File: src/pkg/pwm_pkg.sv
// Summary of operation
// [RQ1] The counting clock is the system clock or a timer overflow pulse, divided by a power-of-two ratio of 1 to 128.
// [RQ2] One 16-bit counter, bounded by a 16-bit period split into low and high bytes, is shared by all six channels.
// [RQ3] Each of the six channels compares its own 16-bit duty value against the shared counter.
// [RQ4] In group mode channels 2 and 4 use the duty of channel 0, channels 3 and 5 that of channel 1.
// [RQ5] Software must set the pin directions itself; starting the generator does not change them.
// [RQ6] Raw waves pass through pairing, dead time, masking, fault brake and polarity, then a per-pin PWM/GPIO select.
// [RQ7] Writing one to the counter clear bit resets the counter to zero.
// [RQ8] After clear and setup, setting the run bit starts the counter and waveforms appear.
// [RQ9] Period and duty are double buffered and the working copies change only at a period end after a reload request; the code also copies at once while stopped.
// [RQ10] Hardware clears the reload request once the transfer is done; software polls for it.
// [RQ11] Software must not change generator control registers while the reload request still reads one.
// [RQ12] One waveform type bit selects edge-aligned or center-aligned counting.
// [RQ13] Edge-aligned counting runs from zero up to the period and restarts at zero.
// [RQ14] Edge-aligned waves set at count zero and clear when the count equals the duty.
// [RQ15] Center-aligned counting runs up to the period and back to zero; waves clear on the up match, set on the down.
// [RQ16] A two-bit pairing field selects independent (00), complementary (01) or synchronous (10) pairs.
package pwm_pkg;

  localparam logic [7:0] OFF_CTRL0 = 8'h00;
  localparam logic [7:0] OFF_CTRL1 = 8'h04;
  localparam logic [7:0] OFF_CLKDIV = 8'h08;
  localparam logic [7:0] OFF_PERIOD = 8'h0C;
  localparam logic [7:0] OFF_DUTY [0:5] = '{8'h10, 8'h14, 8'h18, 8'h1C, 8'h20, 8'h24};
  localparam logic [7:0] OFF_DEADTIME = 8'h28;
  localparam logic [7:0] OFF_MASK = 8'h2C;
  localparam logic [7:0] OFF_FAULT = 8'h30;
  localparam logic [7:0] OFF_OUTCFG = 8'h34;
  localparam logic [7:0] OFF_COUNT = 8'h38;

  localparam int CTRL0_RUN = 7;
  localparam int CTRL0_LOAD = 6;
  localparam int CTRL0_CLR = 4;
  localparam int CTRL1_PAIR_LSB = 6;
  localparam int CTRL1_GROUP = 5;
  localparam int CTRL1_TYPE = 4;
  localparam int CTRL1_FBEN = 3;
  localparam int CLKDIV_SRC = 3;
  localparam int FAULT_POL = 6;
  localparam int FAULT_FLAG = 7;
  localparam int HI_LANE_LSB = 8;
  localparam int DT_EN_LSB = 16;
  localparam int COUNT_STATE_LSB = 16;

  localparam logic [15:0] PERIOD_RST = 16'h0000;
  localparam logic [15:0] DUTY_RST = 16'h0000;
  localparam logic [2:0] RATIO_RST = 3'h0;
  localparam logic [3:0] FB_DEBOUNCE_CYC = 4'h8;

  typedef enum logic [1:0] {
    PAIR_INDEP = 2'b00,
    PAIR_COMP = 2'b01,
    PAIR_SYNC = 2'b10
  } pair_mode_t;

  typedef enum logic [2:0] {
    CNT_STOP = 3'b001,
    CNT_UP = 3'b010,
    CNT_DOWN = 3'b100
  } cnt_state_t;

  typedef struct packed {
    logic read;
    logic write;
    logic [7:0] address;
    logic [3:0] byteenable;
    logic [31:0] writedata;
  } avmm_req_t;

endpackage

File: src/verilog/prescale_tick.sv
`timescale 1ns/1ps
module prescale_tick #(
  parameter int RATIO_LOG2_MAX = 7
) (
  input wire logic sys_clk,
  input wire logic nrst,
  input wire logic use_timer,
  input wire logic [2:0] ratio_log2,
  input wire logic timer_overflow,
  output logic tick_q
);
  import pwm_pkg::*;

  if (RATIO_LOG2_MAX < 1 || RATIO_LOG2_MAX > 7) begin : g_bad_ratio
    $error("prescale_tick: ratio range must be 1..7");
  end

  logic [RATIO_LOG2_MAX-1:0] cnt_q;
  logic [RATIO_LOG2_MAX-1:0] limit;
  logic src;

  // timer overflow arrives as a one-cycle pulse in the system clock domain
  assign src = use_timer ? timer_overflow : 1'b1;
  assign limit = RATIO_LOG2_MAX'((32'h0000_0001 << ratio_log2) - 32'h0000_0001);

  always_ff @(posedge sys_clk or negedge nrst) begin
    if (!nrst) begin
      cnt_q <= '0;
      tick_q <= 1'b0;
    end else begin
      tick_q <= 1'b0;
      if (src) begin
        // >= so a ratio lowered mid-count never runs the counter round
        if (cnt_q >= limit) begin // [RQ1]
          cnt_q <= '0;
          tick_q <= 1'b1;
        end else begin
          cnt_q <= cnt_q + 1'b1;
        end
      end
    end
  end
endmodule

File: src/verilog/six_channel_pwm_generator.sv
`timescale 1ns/1ps
module six_channel_pwm_generator #(
  parameter int CNT_W = 16,
  parameter int NUM_OUT = 6,
  parameter int DT_W = 9
) (
  input wire logic sys_clk,
  input wire logic nrst,
  input wire pwm_pkg::avmm_req_t av_req,
  output logic [31:0] av_readdata_q,
  output logic av_waitrequest_q,
  input wire logic timer_overflow,
  input wire logic fault_pin,
  input wire logic [NUM_OUT-1:0] gpio_level,
  output logic [NUM_OUT-1:0] pin_level_q
);
  import pwm_pkg::*;

  if (CNT_W != 16 || NUM_OUT != 6 || DT_W < 1 || DT_W > 16) begin : g_bad_param
    $error("six_channel_pwm_generator: unsupported parameter set");
  end

  logic bus_take;
  logic wr_en;
  logic [5:0] wr_idx;
  logic [31:0] wd;
  logic [3:0] be;
  logic [31:0] rdata_d;

  logic run_q;
  logic load_q;
  logic brake_q;
  pair_mode_t pair_mode_q;
  logic group_q;
  logic wtype_q;
  logic fb_en_q;
  logic src_sel_q;
  logic [2:0] ratio_q;
  logic [CNT_W-1:0] period_sh_q;
  logic [CNT_W-1:0] period_q;
  logic [CNT_W-1:0] duty_sh_q [NUM_OUT];
  logic [CNT_W-1:0] duty_q [NUM_OUT];
  logic [CNT_W-1:0] duty_eff [NUM_OUT];
  logic [DT_W-1:0] dt_val_q;
  logic [2:0] dt_en_q;
  logic [NUM_OUT-1:0] mask_en_q;
  logic [NUM_OUT-1:0] mask_lvl_q;
  logic [NUM_OUT-1:0] fb_data_q;
  logic fb_pol_q;
  logic fb_flag_q;
  logic [NUM_OUT-1:0] inv_q;
  logic [NUM_OUT-1:0] pin_sel_q;

  logic ctrl0_wr;
  logic run_set;
  logic load_set;
  logic clr_req;
  logic tick;
  logic [CNT_W-1:0] cnt_q;
  logic [CNT_W-1:0] cnt_d;
  cnt_state_t state_q;
  cnt_state_t state_d;
  logic period_end;
  logic load_apply;
  logic cnt_step;
  logic [3:0] fb_cnt_q;
  logic fb_active;
  logic fb_trip;
  logic [NUM_OUT-1:0] raw_q;
  logic [NUM_OUT-1:0] pair_w;
  logic [NUM_OUT-1:0] dt_w;
  logic [NUM_OUT-1:0] ctl_w;

  assign wd = av_req.writedata;
  assign be = av_req.byteenable;
  assign wr_idx = av_req.address[7:2];
  assign bus_take = (av_req.read | av_req.write) & av_waitrequest_q;
  assign wr_en = av_req.write & ~av_waitrequest_q;

  function automatic logic hit(input logic [7:0] off);
    return wr_en && (wr_idx == off[7:2]);
  endfunction

  function automatic logic [15:0] merge16(input logic [15:0] old_v, input logic [15:0] new_v,
                                          input logic [1:0] lanes);
    logic [15:0] r;
    r = old_v;
    if (lanes[0]) r[7:0] = new_v[7:0];
    if (lanes[1]) r[15:8] = new_v[15:8];
    return r;
  endfunction

  // every access waits exactly one cycle: the request is registered first, then answered
  always_ff @(posedge sys_clk or negedge nrst) begin
    if (!nrst) begin
      av_waitrequest_q <= 1'b1;
      av_readdata_q <= '0;
    end else begin
      av_waitrequest_q <= ~bus_take;
      if (bus_take) begin
        av_readdata_q <= av_req.read ? rdata_d : '0;
      end
    end
  end

  assign ctrl0_wr = hit(OFF_CTRL0) & be[0];
  assign run_set = ctrl0_wr & wd[CTRL0_RUN];
  assign load_set = ctrl0_wr & wd[CTRL0_LOAD];
  assign clr_req = ctrl0_wr & wd[CTRL0_CLR];

  // fault wins over a simultaneous run write so a trip can never be masked
  always_ff @(posedge sys_clk or negedge nrst) begin
    if (!nrst) begin
      run_q <= 1'b0;
      brake_q <= 1'b0;
    end else if (fb_trip) begin
      run_q <= 1'b0; // [RQ6]
      brake_q <= 1'b1;
    end else if (ctrl0_wr) begin
      run_q <= wd[CTRL0_RUN]; // [RQ8]
      if (wd[CTRL0_RUN]) brake_q <= 1'b0;
    end
  end

  always_ff @(posedge sys_clk or negedge nrst) begin
    if (!nrst) begin
      load_q <= 1'b0;
    end else if (load_set) begin
      load_q <= 1'b1;
    end else if (load_apply) begin
      load_q <= 1'b0; // [RQ10]
    end
  end

  always_ff @(posedge sys_clk or negedge nrst) begin
    if (!nrst) begin
      pair_mode_q <= PAIR_INDEP;
      group_q <= 1'b0;
      wtype_q <= 1'b0;
      fb_en_q <= 1'b0;
      src_sel_q <= 1'b0;
      ratio_q <= RATIO_RST;
      dt_val_q <= '0;
      dt_en_q <= '0;
      mask_en_q <= '0;
      mask_lvl_q <= '0;
      fb_data_q <= '0;
      fb_pol_q <= 1'b0;
      inv_q <= '0;
      pin_sel_q <= '0;
    end else begin
      if (hit(OFF_CTRL1) && be[0]) begin
        pair_mode_q <= pair_mode_t'(wd[CTRL1_PAIR_LSB +: 2]); // [RQ16]
        group_q <= wd[CTRL1_GROUP]; // [RQ4]
        wtype_q <= wd[CTRL1_TYPE]; // [RQ12]
        fb_en_q <= wd[CTRL1_FBEN];
      end
      if (hit(OFF_CLKDIV) && be[0]) begin
        src_sel_q <= wd[CLKDIV_SRC]; // [RQ1]
        ratio_q <= wd[2:0];
      end
      if (hit(OFF_DEADTIME)) begin
        dt_val_q <= DT_W'(merge16(16'(dt_val_q), wd[15:0], be[1:0]));
        if (be[2]) dt_en_q <= wd[DT_EN_LSB +: 3];
      end
      if (hit(OFF_MASK)) begin
        if (be[0]) mask_en_q <= wd[NUM_OUT-1:0];
        if (be[1]) mask_lvl_q <= wd[HI_LANE_LSB +: NUM_OUT];
      end
      if (hit(OFF_FAULT) && be[0]) begin
        fb_data_q <= wd[NUM_OUT-1:0];
        fb_pol_q <= wd[FAULT_POL];
      end
      if (hit(OFF_OUTCFG)) begin
        if (be[0]) inv_q <= wd[NUM_OUT-1:0];
        if (be[1]) pin_sel_q <= wd[HI_LANE_LSB +: NUM_OUT];
      end
    end
  end

  // shadow copies take writes at any time; working copies only move on load_apply
  always_ff @(posedge sys_clk or negedge nrst) begin
    if (!nrst) begin
      period_sh_q <= PERIOD_RST;
      period_q <= PERIOD_RST;
      for (int i = 0; i < NUM_OUT; i++) begin
        duty_sh_q[i] <= DUTY_RST;
        duty_q[i] <= DUTY_RST;
      end
    end else begin
      if (hit(OFF_PERIOD)) begin
        period_sh_q <= merge16(period_sh_q, wd[15:0], be[1:0]); // [RQ2]
      end
      for (int i = 0; i < NUM_OUT; i++) begin
        if (hit(OFF_DUTY[i])) duty_sh_q[i] <= merge16(duty_sh_q[i], wd[15:0], be[1:0]); // [RQ3]
      end
      if (load_apply) begin
        period_q <= period_sh_q; // [RQ9]
        for (int i = 0; i < NUM_OUT; i++) duty_q[i] <= duty_sh_q[i];
      end
    end
  end

  always_comb begin
    rdata_d = '0;
    case (wr_idx)
      OFF_CTRL0[7:2]: begin
        rdata_d[CTRL0_RUN] = run_q;
        rdata_d[CTRL0_LOAD] = load_q; // [RQ10]
      end
      OFF_CTRL1[7:2]: begin
        rdata_d[CTRL1_PAIR_LSB +: 2] = pair_mode_q;
        rdata_d[CTRL1_GROUP] = group_q;
        rdata_d[CTRL1_TYPE] = wtype_q;
        rdata_d[CTRL1_FBEN] = fb_en_q;
      end
      OFF_CLKDIV[7:2]: rdata_d[3:0] = {src_sel_q, ratio_q};
      OFF_PERIOD[7:2]: rdata_d[15:0] = period_sh_q;
      OFF_DEADTIME[7:2]: rdata_d = {13'h0000, dt_en_q, 7'h00, dt_val_q};
      OFF_MASK[7:2]: rdata_d = {18'h0_0000, mask_lvl_q, 2'h0, mask_en_q};
      OFF_FAULT[7:2]: rdata_d = {24'h00_0000, fb_flag_q, fb_pol_q, fb_data_q};
      OFF_OUTCFG[7:2]: rdata_d = {18'h0_0000, pin_sel_q, 2'h0, inv_q};
      OFF_COUNT[7:2]: rdata_d = {13'h0000, state_q, cnt_q};
      default: begin
        for (int i = 0; i < NUM_OUT; i++) begin
          if (wr_idx == OFF_DUTY[i][7:2]) rdata_d[15:0] = duty_sh_q[i];
        end
      end
    endcase
  end

  prescale_tick #(
    .RATIO_LOG2_MAX(7)
  ) u_prescale (
    .sys_clk(sys_clk),
    .nrst(nrst),
    .use_timer(src_sel_q),
    .ratio_log2(ratio_q),
    .timer_overflow(timer_overflow),
    .tick_q(tick)
  );

  // one shared counter for all channels
  always_comb begin
    cnt_d = cnt_q;
    state_d = state_q;
    period_end = 1'b0;
    if (fb_trip || clr_req) begin
      cnt_d = '0; // [RQ7]
      state_d = (fb_trip || !run_q) ? CNT_STOP : CNT_UP;
    end else if (!run_q) begin
      state_d = CNT_STOP;
    end else begin
      case (state_q)
        CNT_STOP: state_d = CNT_UP; // [RQ8]
        CNT_UP: begin
          if (tick) begin
            if (cnt_q >= period_q) begin
              if (!wtype_q || period_q == '0) begin
                cnt_d = '0; // [RQ13]
                period_end = 1'b1;
              end else begin
                state_d = CNT_DOWN; // [RQ15]
                cnt_d = period_q - 1'b1;
              end
            end else begin
              cnt_d = cnt_q + 1'b1; // [RQ2]
            end
          end
        end
        CNT_DOWN: begin
          if (tick) begin
            if (cnt_q == '0 || !wtype_q) begin
              state_d = CNT_UP; // [RQ12]
              cnt_d = wtype_q ? CNT_W'(1) : '0;
              period_end = 1'b1;
            end else begin
              cnt_d = cnt_q - 1'b1; // [RQ15]
            end
          end
        end
        default: state_d = CNT_STOP;
      endcase
    end
  end

  always_ff @(posedge sys_clk or negedge nrst) begin
    if (!nrst) begin
      cnt_q <= '0;
      state_q <= CNT_STOP;
    end else begin
      cnt_q <= cnt_d;
      state_q <= state_d;
    end
  end

  // a stopped generator has no period end to wait for, so the copy happens at once
  assign load_apply = load_q & (period_end | (state_q == CNT_STOP)); // [RQ9]
  assign cnt_step = tick & run_q & (state_q != CNT_STOP) & ~clr_req & ~fb_trip;

  for (genvar i = 0; i < NUM_OUT; i++) begin : g_ch
    assign duty_eff[i] = (group_q && i >= 2) ? duty_q[i % 2] : duty_q[i]; // [RQ4]
    always_ff @(posedge sys_clk or negedge nrst) begin
      if (!nrst) begin
        raw_q[i] <= 1'b0;
      end else if (clr_req || fb_trip) begin
        raw_q[i] <= (duty_eff[i] != '0);
      end else if (cnt_step) begin
        if (!wtype_q) begin
          if (cnt_d == duty_eff[i]) raw_q[i] <= 1'b0; // [RQ14]
          else if (cnt_d == '0) raw_q[i] <= 1'b1; // [RQ14]
        end else if (duty_eff[i] == '0) begin
          raw_q[i] <= 1'b0;
        end else if (state_d == CNT_UP && cnt_d >= duty_eff[i]) begin
          raw_q[i] <= 1'b0; // [RQ15]
        end else if (state_d == CNT_DOWN && cnt_d <= duty_eff[i]) begin
          raw_q[i] <= 1'b1; // [RQ15]
        end
      end
    end
  end

  for (genvar p = 0; p < NUM_OUT / 2; p++) begin : g_pair
    logic [DT_W-1:0] dtc_q;
    logic [1:0] prev_q;
    logic [1:0] dto_q;
    logic [1:0] des;
    always_comb begin
      case (pair_mode_q)
        PAIR_COMP: pair_w[2*p +: 2] = {~raw_q[2*p], raw_q[2*p]}; // [RQ16]
        PAIR_SYNC: pair_w[2*p +: 2] = {raw_q[2*p], raw_q[2*p]}; // [RQ16]
        default: pair_w[2*p +: 2] = raw_q[2*p +: 2];
      endcase
    end
    assign des = pair_w[2*p +: 2];
    // any edge in the pair reloads the shared counter; rising edges wait for it to run out
    always_ff @(posedge sys_clk or negedge nrst) begin
      if (!nrst) begin
        dtc_q <= '0;
        prev_q <= 2'b00;
        dto_q <= 2'b00;
      end else begin
        prev_q <= des;
        if (des != prev_q) dtc_q <= dt_val_q;
        else if (dtc_q != '0) dtc_q <= dtc_q - 1'b1;
        dto_q <= des & (dto_q | {2{dtc_q == '0 && des == prev_q}}); // [RQ6]
      end
    end
    assign dt_w[2*p +: 2] = (pair_mode_q == PAIR_COMP && dt_en_q[p]) ? dto_q : des;
  end

  assign fb_active = fault_pin ^ fb_pol_q;
  // 8-cycle debounce: a shorter pulse on the fault pin never trips
  always_ff @(posedge sys_clk or negedge nrst) begin
    if (!nrst) begin
      fb_cnt_q <= '0;
    end else if (!fb_active || !fb_en_q) begin
      fb_cnt_q <= '0;
    end else if (fb_cnt_q != FB_DEBOUNCE_CYC) begin
      fb_cnt_q <= fb_cnt_q + 1'b1;
    end
  end
  assign fb_trip = fb_en_q & fb_active & (fb_cnt_q == FB_DEBOUNCE_CYC - 4'h1);

  always_ff @(posedge sys_clk or negedge nrst) begin
    if (!nrst) begin
      fb_flag_q <= 1'b0;
    end else if (fb_trip) begin
      fb_flag_q <= 1'b1;
    end else if (hit(OFF_FAULT) && be[0] && wd[FAULT_FLAG]) begin
      fb_flag_q <= 1'b0;
    end
  end

  assign ctl_w = brake_q ? fb_data_q : ((mask_en_q & mask_lvl_q) | (~mask_en_q & dt_w)); // [RQ6]

  // pin direction is left to the port logic outside; only the level is chosen here
  always_ff @(posedge sys_clk or negedge nrst) begin
    if (!nrst) begin
      pin_level_q <= '0;
    end else begin
      pin_level_q <= (pin_sel_q & (ctl_w ^ inv_q)) | (~pin_sel_q & gpio_level); // [RQ6]
    end
  end
endmodule

File: config.mk
export PLATFORM = sky130hd
export DESIGN_NAME = six_channel_pwm_generator
export DESIGN_NICKNAME = d
export VERILOG_FILES = /design/src/pkg/pwm_pkg.sv /design/src/verilog/prescale_tick.sv /design/src/verilog/six_channel_pwm_generator.sv
export SDC_FILE = /design/constraint.sdc
export NUM_CORES = 1
export LEC_CHECK = 0
export BUFFER_PORTS_ARGS = -buffer_cell sky130_fd_sc_hd__buf_4
export CORE_MARGIN = 2
export CORE_UTILIZATION = 55
export CTS_BUF_LIST = sky130_fd_sc_hd__clkbuf_2 sky130_fd_sc_hd__clkbuf_4 sky130_fd_sc_hd__clkbuf_8
export DETAILED_ROUTE_END_ITERATION = 7
export PLACE_DENSITY_LB_ADDON = 0.08
export REMOVE_ABC_BUFFERS = 1
export SLEW_MARGIN = 20
export SYNTH_ARGS = -nofsm -noshare
export SYNTH_HDL_FRONTEND = slang
export SYNTH_SLANG_ARGS = --single-unit
File: constraint.sdc
create_clock -name sys_clk -period 8.97 [get_ports sys_clk]
set_clock_uncertainty 0.15 [all_clocks]
set_input_delay 0.897 -clock sys_clk [delete_from_list [all_inputs] [get_ports sys_clk]]
set_output_delay 0.897 -clock sys_clk [all_outputs]
set_load 0.05 [all_outputs]
# After elaboration in Yosys (flattened, before gate mapping)
# Index checks and enable logic that the tools add are counted.
classes:
  n_addsub: 9
  magnitude_cmp: 14
  eq_ne: 42
  shift: 1
  muxes: 114
  bitwise: 37
  n_reduce_logical: 114
op_table:
  columns: ["cell", "n"]
  rows:
  - ["16-bit 2-to-1 mux", 17]
  - ["16-bit zero test", 9]
  - ["16-bit greater-or-equal comparator", 7]
  - ["16-bit equality test", 6]
  - ["16-bit less-or-equal comparator", 6]
  - ["16-bit nonzero test", 6]
  - ["1-bit 2-to-1 mux", 63]
  - ["9-bit 2-to-1 mux", 6]
  - ["8-bit one-hot mux with 6 select lines", 1]
  - ["2-bit AND reduction", 22]
  - ["6-bit by 4-bit equality test with 1-bit output, second input constant", 7]
  - ["1-bit logical AND", 36]
  - ["32-bit 2-to-1 mux", 1]
  - ["16-bit one-hot mux with 2 select lines", 1]
  - ["16-bit by 1-bit subtractor with 16-bit output, second input constant", 2]
  - ["5-bit by 1-bit != test with 1-bit output, second input constant", 6]
  - ["9-bit zero test", 3]
  - ["9-bit nonzero test", 3]
  - ["9-bit by 1-bit subtractor with 9-bit output, second input constant", 3]
  - ["6-bit AND", 4]
  - ["6-bit by 3-bit equality test with 1-bit output, second input constant", 4]
  - ["3-bit one-hot mux with 8 select lines", 1]
  - ["4-bit nonzero test", 6]
  - ["3-bit 2-to-1 mux", 7]
  - ["other kinds (46)", 104]
totals:
  ff_bits: 395
  input_bits: 56
  out_inout_bits: 39
  word_cells: 394

# Depth between registers and ports, before layout
logic_depth:
  depth_word: 16
  ltp_mapped: 24
  ltp_nobuf: 21

# Modules after synthesis
# A second synthesis with hierarchy kept.
unflattened:
  cells_unflattened: 2042
  hier_area_um2: 22312.6
by_module_without_submodules:
  columns: ["module", "n_inst", "cells_per_inst", "area_each_um2", "seq_area_each_um2"]
  rows:
  - ["six_channel_pwm_generator", 1, 1984, 21722.1, 9361.5]
  - ["prescale_tick", 1, 58, 590.6, 200.2]

# Worst setup path before layout
# No wires, ideal clock.
synth_path:
  path_kind: "input-to-reg"
  from: "input port av_req[41] in the netlist's numbering"
  to: "register raw_q[5]"
  setup_time_ns: 0.119
  arrival_time_ns: 4.639
  required_time_ns: 8.701
  setup_slack_ns: 4.063
  cell_stages: 20
  path_buffers: 2
  cell_sequence: "clkbuf_1 or4_1 nor4_2 nand2_1 nand2_1 clkbuf_1 o32a_1 inv_1 ha_1 a21o_1 a21o_1 a21oi_1 nor2b_1 o21ai_0 a21oi_1 nor3_1 mux2i_1 a21o_1 a211o_1 o21a_1"
synth_via:
  elab_chain_len: 13
  word_cells_on_any_way: 28
  classes_between: "order compare: 2; eq/ne: 4; mux: 8; bitwise: 5; reduce/logical: 9"
synth_rtl:
  columns: ["item", "line_no", "source"]
  rows:
  - ["start: declaration", "six_channel_pwm_generator.sv:9", "input wire pwm_pkg::avmm_req_t av_req,"]
  - ["6-bit zero test *", "six_channel_pwm_generator.sv:81", "return wr_en && (wr_idx == off[7:2]);"]
  - ["1-bit logical AND *", "six_channel_pwm_generator.sv:81", null]
  - ["1-bit AND *", "six_channel_pwm_generator.sv:106", "assign ctrl0_wr = hit(OFF_CTRL0) & be[0];"]
  - ["1-bit AND *", "six_channel_pwm_generator.sv:109", "assign clr_req = ctrl0_wr & wd[CTRL0_CLR];"]
  - ["1-bit logical OR *", "six_channel_pwm_generator.sv:248", "if (fb_trip || clr_req) begin"]
  - ["16-bit 2-to-1 mux *", "six_channel_pwm_generator.sv:248", null]
  - ["net cnt_d[8]", "six_channel_pwm_generator.sv:60", "logic [CNT_W-1:0] cnt_d;"]
  - ["16-bit greater-or-equal comparator", "six_channel_pwm_generator.sv:314", "end else if (state_d == CNT_UP && cnt_d >= duty_eff[i]) begin"]
  - ["1-bit logical AND", "six_channel_pwm_generator.sv:314", null]
  - ["1-bit 2-to-1 mux", "six_channel_pwm_generator.sv:314", null]
  - ["1-bit 2-to-1 mux", "six_channel_pwm_generator.sv:312", "end else if (duty_eff[i] == '0) begin"]
  - ["1-bit 2-to-1 mux", "six_channel_pwm_generator.sv:309", "if (!wtype_q) begin"]
  - ["1-bit 2-to-1 mux", "six_channel_pwm_generator.sv:308", "end else if (cnt_step) begin"]
  - ["1-bit 2-to-1 mux", "six_channel_pwm_generator.sv:306", "end else if (clr_req || fb_trip) begin"]
  - ["end signal: indexed assignment", "six_channel_pwm_generator.sv:307", "raw_q[i] <= (duty_eff[i] != '0);"]
  - ["end: declaration", "six_channel_pwm_generator.sv:69", "logic [NUM_OUT-1:0] raw_q;"]
# Mark *: on every way through the listed nets, which the timed path passes. The rest lies on a longest branch. The select of a mux whose other input is x is not followed.
# A chain may end at the register's enable or synchronous reset.

# Final worst setup path
layout_path:
  from: "register cnt_q[2]"
  to: "register raw_q[0]"
layout_via:
  elab_chain_len: 14
  word_cells_on_any_way: 36
  classes_between: "add/sub: 2; order compare: 3; eq/ne: 4; mux: 20; reduce/logical: 7"
layout_rtl:
  columns: ["item", "line_no", "source"]
  rows:
  - ["start: declaration", "six_channel_pwm_generator.sv:59", "logic [CNT_W-1:0] cnt_q;"]
  - ["start signal: assignment", "six_channel_pwm_generator.sv:292", "cnt_q <= cnt_d;"]
  - ["branches (longest 4 deep; another with 16-bit by 1-bit subtractor with 16-bit output)", null, null]
  - ["16-bit one-hot mux with 2 select lines *", "six_channel_pwm_generator.sv:254", "case (state_q)"]
  - ["16-bit 2-to-1 mux *", "six_channel_pwm_generator.sv:251", "end else if (!run_q) begin"]
  - ["16-bit 2-to-1 mux *", "six_channel_pwm_generator.sv:248", null]
  - ["net cnt_d[4]", "six_channel_pwm_generator.sv:60", null]
  - ["16-bit greater-or-equal comparator", "six_channel_pwm_generator.sv:314", null]
  - ["1-bit logical AND", "six_channel_pwm_generator.sv:314", null]
  - ["1-bit 2-to-1 mux", "six_channel_pwm_generator.sv:314", null]
  - ["1-bit 2-to-1 mux", "six_channel_pwm_generator.sv:312", null]
  - ["1-bit 2-to-1 mux", "six_channel_pwm_generator.sv:309", null]
  - ["1-bit 2-to-1 mux", "six_channel_pwm_generator.sv:308", null]
  - ["1-bit 2-to-1 mux", "six_channel_pwm_generator.sv:306", null]
# Mark *: on every way through the listed nets, which the timed path passes. The select of a mux whose other input is x is not followed.

==> impl_results.rst <==
.. list-table::
   :header-rows: 1

   * - Metric
     - Value
   * - Share of synthesized cell area in full adder, half adder and majority cells
     - 0.0736
   * - Routed length per instance
     - between 20 and 30 um
   * - Post-layout worst setup margin
     - about 3.0 ns
   * - Critical setup path kind
     - register to register
   * - GRT Overall Usage
     - 0.336
   * - Least-Margin Pin Slew
     - between 1 and 1.5 ns
   * - # rows
     - 73
   * - Maximum number of pins on one net before global-route repair
     - around 180
   * - Crit-path max FO
     - 17
   * - Worst EP required
     - roughly 9.3 ns
   * - Worst slew margin relative to its limit
     - 0.204
   * - Setup-failing EPs final
     - 0
   * - Die Span X
     - just over 200 um
   * - Worst path arrival time
     - 6.38 ns
   * - Top-level I/O count
     - 95
   * - Clock buffer count from CTS
     - 67
   * - # hold bufs at CTS
     - 0
   * - Per-instance average area after synthesis
     - 10.6 um^2
   * - Effective utilization at floorplan
     - 0.559
   * - Sequential area share after synthesis
     - 0.430
   * - Number of post-CTS setup repair buffers
     - 0
   * - Power density over the cells
     - 174 nW/um^2
   * - Die span in y
     - approximately 200 um
   * - Most instantiated library cell after synthesis
     - dfrtp_1
   * - Post-synthesis register bit count
     - ~380
   * - IO buf count
     - 65
   * - Final net count
     - 2353
   * - Final period demand of the worst path
     - about 6 ns
   * - Most frequent cells after synthesis
     - 380 x dfrtp_1, 276 x mux2_2, 146 x nand2_1
   * - Worst Hold Class
     - input pin to asynchronous set/reset pin
   * - Clk sinks
     - between 300 and 400
   * - Share of synthesized cell area in and, or, nand and nor gates
     - 0.118
   * - Compound-gate portion of the synthesized area
     - 0.118
   * - Total detailed-routing wirelength
     - roughly 70000 um
   * - Initial antenna violation count
     - 0
   * - Full die area
     - roughly 42000 um^2
   * - Std-Cell Core Area
     - 39800 um^2
   * - Clock transition at the registers of the reported paths
     - around 0.060 ns
   * - Overflow left after global routing
     - 0
   * - Setup slack at placement
     - roughly 2.9 ns
   * - Post-Syn Area
     - between 20000 and 25000 um^2
   * - Largest family of logic cells by synthesized area
     - multiplexers
   * - Number of buffers on the longest clock path
     - 3
   * - Layout fillers
     - 3313
   * - Multiplexer share of the synthesized area
     - 0.205
   * - Vias per std cell
     - around 6.4
   * - Leading cell types by total area after synthesis
     - dfrtp_1 43%, mux2_2 14%, ha_1 7.4%
   * - Share of the synthesized netlist area taken by xor and xnor gates
     - 0.0213
   * - Post-Synthesis Cells
     - approximately 2100
   * - Yosys Warn Count
     - 0
   * - Fraction of synthesis flops using an asynchronous set or reset pin
     - 1.00
   * - Top cell type's share of synthesized area
     - 0.427
   * - Share of cells above drive strength 1
     - 0.242
   * - TritonCTS clock tree
     - yes
   * - # diodes
     - 0
   * - Detail Route Antenna Nets
     - 0
   * - Library cell occupying the most area in the post-synthesis netlist
     - dfrtp_1
   * - Upper clock frequency limit
     - 166 MHz
   * - Final HPWL from detailed placement
     - roughly 50000 um
   * - Global placer's final weighted congestion
     - approximately 0.96
   * - Total count of hold-check failures in the final report
     - 0
   * - Final max-slew violation count
     - 0
   * - Result of the run
     - completed
   * - Clk root buf
     - clkbuf_8
   * - DRC violations left
     - 0
   * - Hold Slack
     - 0.0893 ns
   * - Total negative setup slack
     - 0 ns
   * - Number of maximum-capacitance constraint violations
     - 0
   * - Kind of capture point of the worst setup path
     - register
   * - Iteration-0 DRC count of the detailed router
     - between 1500 and 2000
   * - Startpoint type of the worst setup path
     - register
   * - Clock latency on the worst-skew pair
     - 0.63 ns
   * - Detailed-route via count
     - 17500
   * - Sequential cell area
     - around 9600 um^2
   * - Router iterations before antenna repair
     - 6
   * - Post-CTS sizing
     - 0
   * - Maximum level of the CTS H-tree
     - 3
   * - Top flip-flop cell by instance count after synthesis
     - dfrtp_1
   * - Count of flip-flops with a built-in enable after synthesis
     - 0
   * - Utilization after layout
     - 0.622
   * - RSZ-0062 raised after global routing
     - false
   * - Synth unique cells
     - 78
   * - Number of global-route vias before repair
     - between 15000 and 20000
   * - Layout Area Growth over Synthesis
     - 11.4%
   * - Multi-input logic area
     - between 10000 and 15000 um^2
   * - Share of the clock period used by the worst path
     - 0.670
   * - Global-route wire length before repair
     - between 100000 and 150000 um
   * - Peak supply drop
     - around 0.16 mV
   * - Static leakage
     - ~11 nW
==> report_power, final <==
group	switching, mW	internal, mW
combinational	0.342	0.242
clock	0.741	1.02
sequential	0.128	1.83
==> layout make-up <==
cell class	instances	share of cell area
clock inverters	6	0.00288
well taps	525	0.0265
multi-input cells	1535	0.485
repair buffers	99	0.0309
inverters	81	0.0123
clock buffers	114	0.0570
flip-flops and latches	382	0.386
==> cell families (layout without fill, tap and decap cells) <==
logic type,count (synthesis),after routing
AND/OR/NAND/NOR,530,530
adder cells (fa/ha/maj),131,131
buffers and inverters,190,300
flip-flops,382,382
multiplexers,398,398
XOR/XNOR,54,54
AO/OA/AOI/OAI,409,409
other,1,13
==> per-stage QoR <==
stage          area [um^2]  power, mW  std cells
2_1_floorplan        21800       2.33       1998
6_report             24800       4.31       2742
4_1_cts              24800       4.33       2742
5_1_grt              24800       4.49       2742
3_3_place_gp         23300       2.54       2622
3_5_place_dp         23300       2.56       2622
==> sequential cells by signal, indices dropped and copies added (netlist names), 7 cells and up <==
register          cells
dt_val_q              9
duty_q               64
period_q             16
duty_eff             32
g_pair.dtc_q         27
u_prescale.cnt_q      7
duty_sh_q            96
cnt_q                16
period_sh_q          16
av_readdata_q        19
==> worst max-delay path, cell delays in order (launching register included) <==
cell	delay, ns
dfrtp_1	0.82
ha_1	0.38
a211oi_1	0.22
o21ai_0	0.13
a21oi_1	0.39
o21a_1	0.54
o21ai_0	0.22
a32oi_1	0.46
inv_1	0.33
ha_1	0.28
a2111oi_0	0.38
a21oi_1	0.14
a2111oi_0	0.75
and2_1	0.25
a31oi_1	0.08
o21ai_0	0.14
a21oi_1	0.07
o21ba_1	0.19
==> path summary, 6_finish.rpt <==
path                                       to  depth (start not counted)  slack [ns]        startpoint
hold / removal             g_pair[0].dtc_q[2]                          1        0.09              nrst
min in group sys_clk         av_readdata_q[0]                          1        0.33  av_readdata_q[0]
setup / recovery                     raw_q[0]                         17        2.96          cnt_q[2]
max in group asynchronous         period_q[9]                          3        6.62              nrst
setup reg to reg                     raw_q[0]                         17        2.96          cnt_q[2]
hold reg to reg              av_readdata_q[0]                          1        0.33  av_readdata_q[0]
==> layout by cell type, fill, tap and decap left out, drive strengths merged, types with 33 or more instances in the layout <==
| master | instances |
|---|---|
| inv | 83 |
| nand4 | 42 |
| clkbuf | 114 |
| ha | 131 |
| mux2i | 85 |
| dfrtp | 380 |
| nor2 | 117 |
| xnor2 | 37 |
| mux2 | 297 |
| a21oi | 96 |
| nor4 | 33 |
| nand2 | 146 |
| nand3 | 36 |
| buf | 99 |
| o21ai | 118 |
| nor3 | 36 |
==> layer usage <==
| layer | global-route usage | vias up | wire length [um] |
|---|---|---|---|
| met4 | 0.147 | 0 | 2950 |
| met3 | 0.0622 | 156 | 4960 |
| met1 | 0.458 | 8783 | 29500 |
| met5 | 0 | - | 0 |
| met2 | 0.526 | 688 | 32100 |
| li1 | - | 7829 | - |
(Power assumes the default switching activity.)
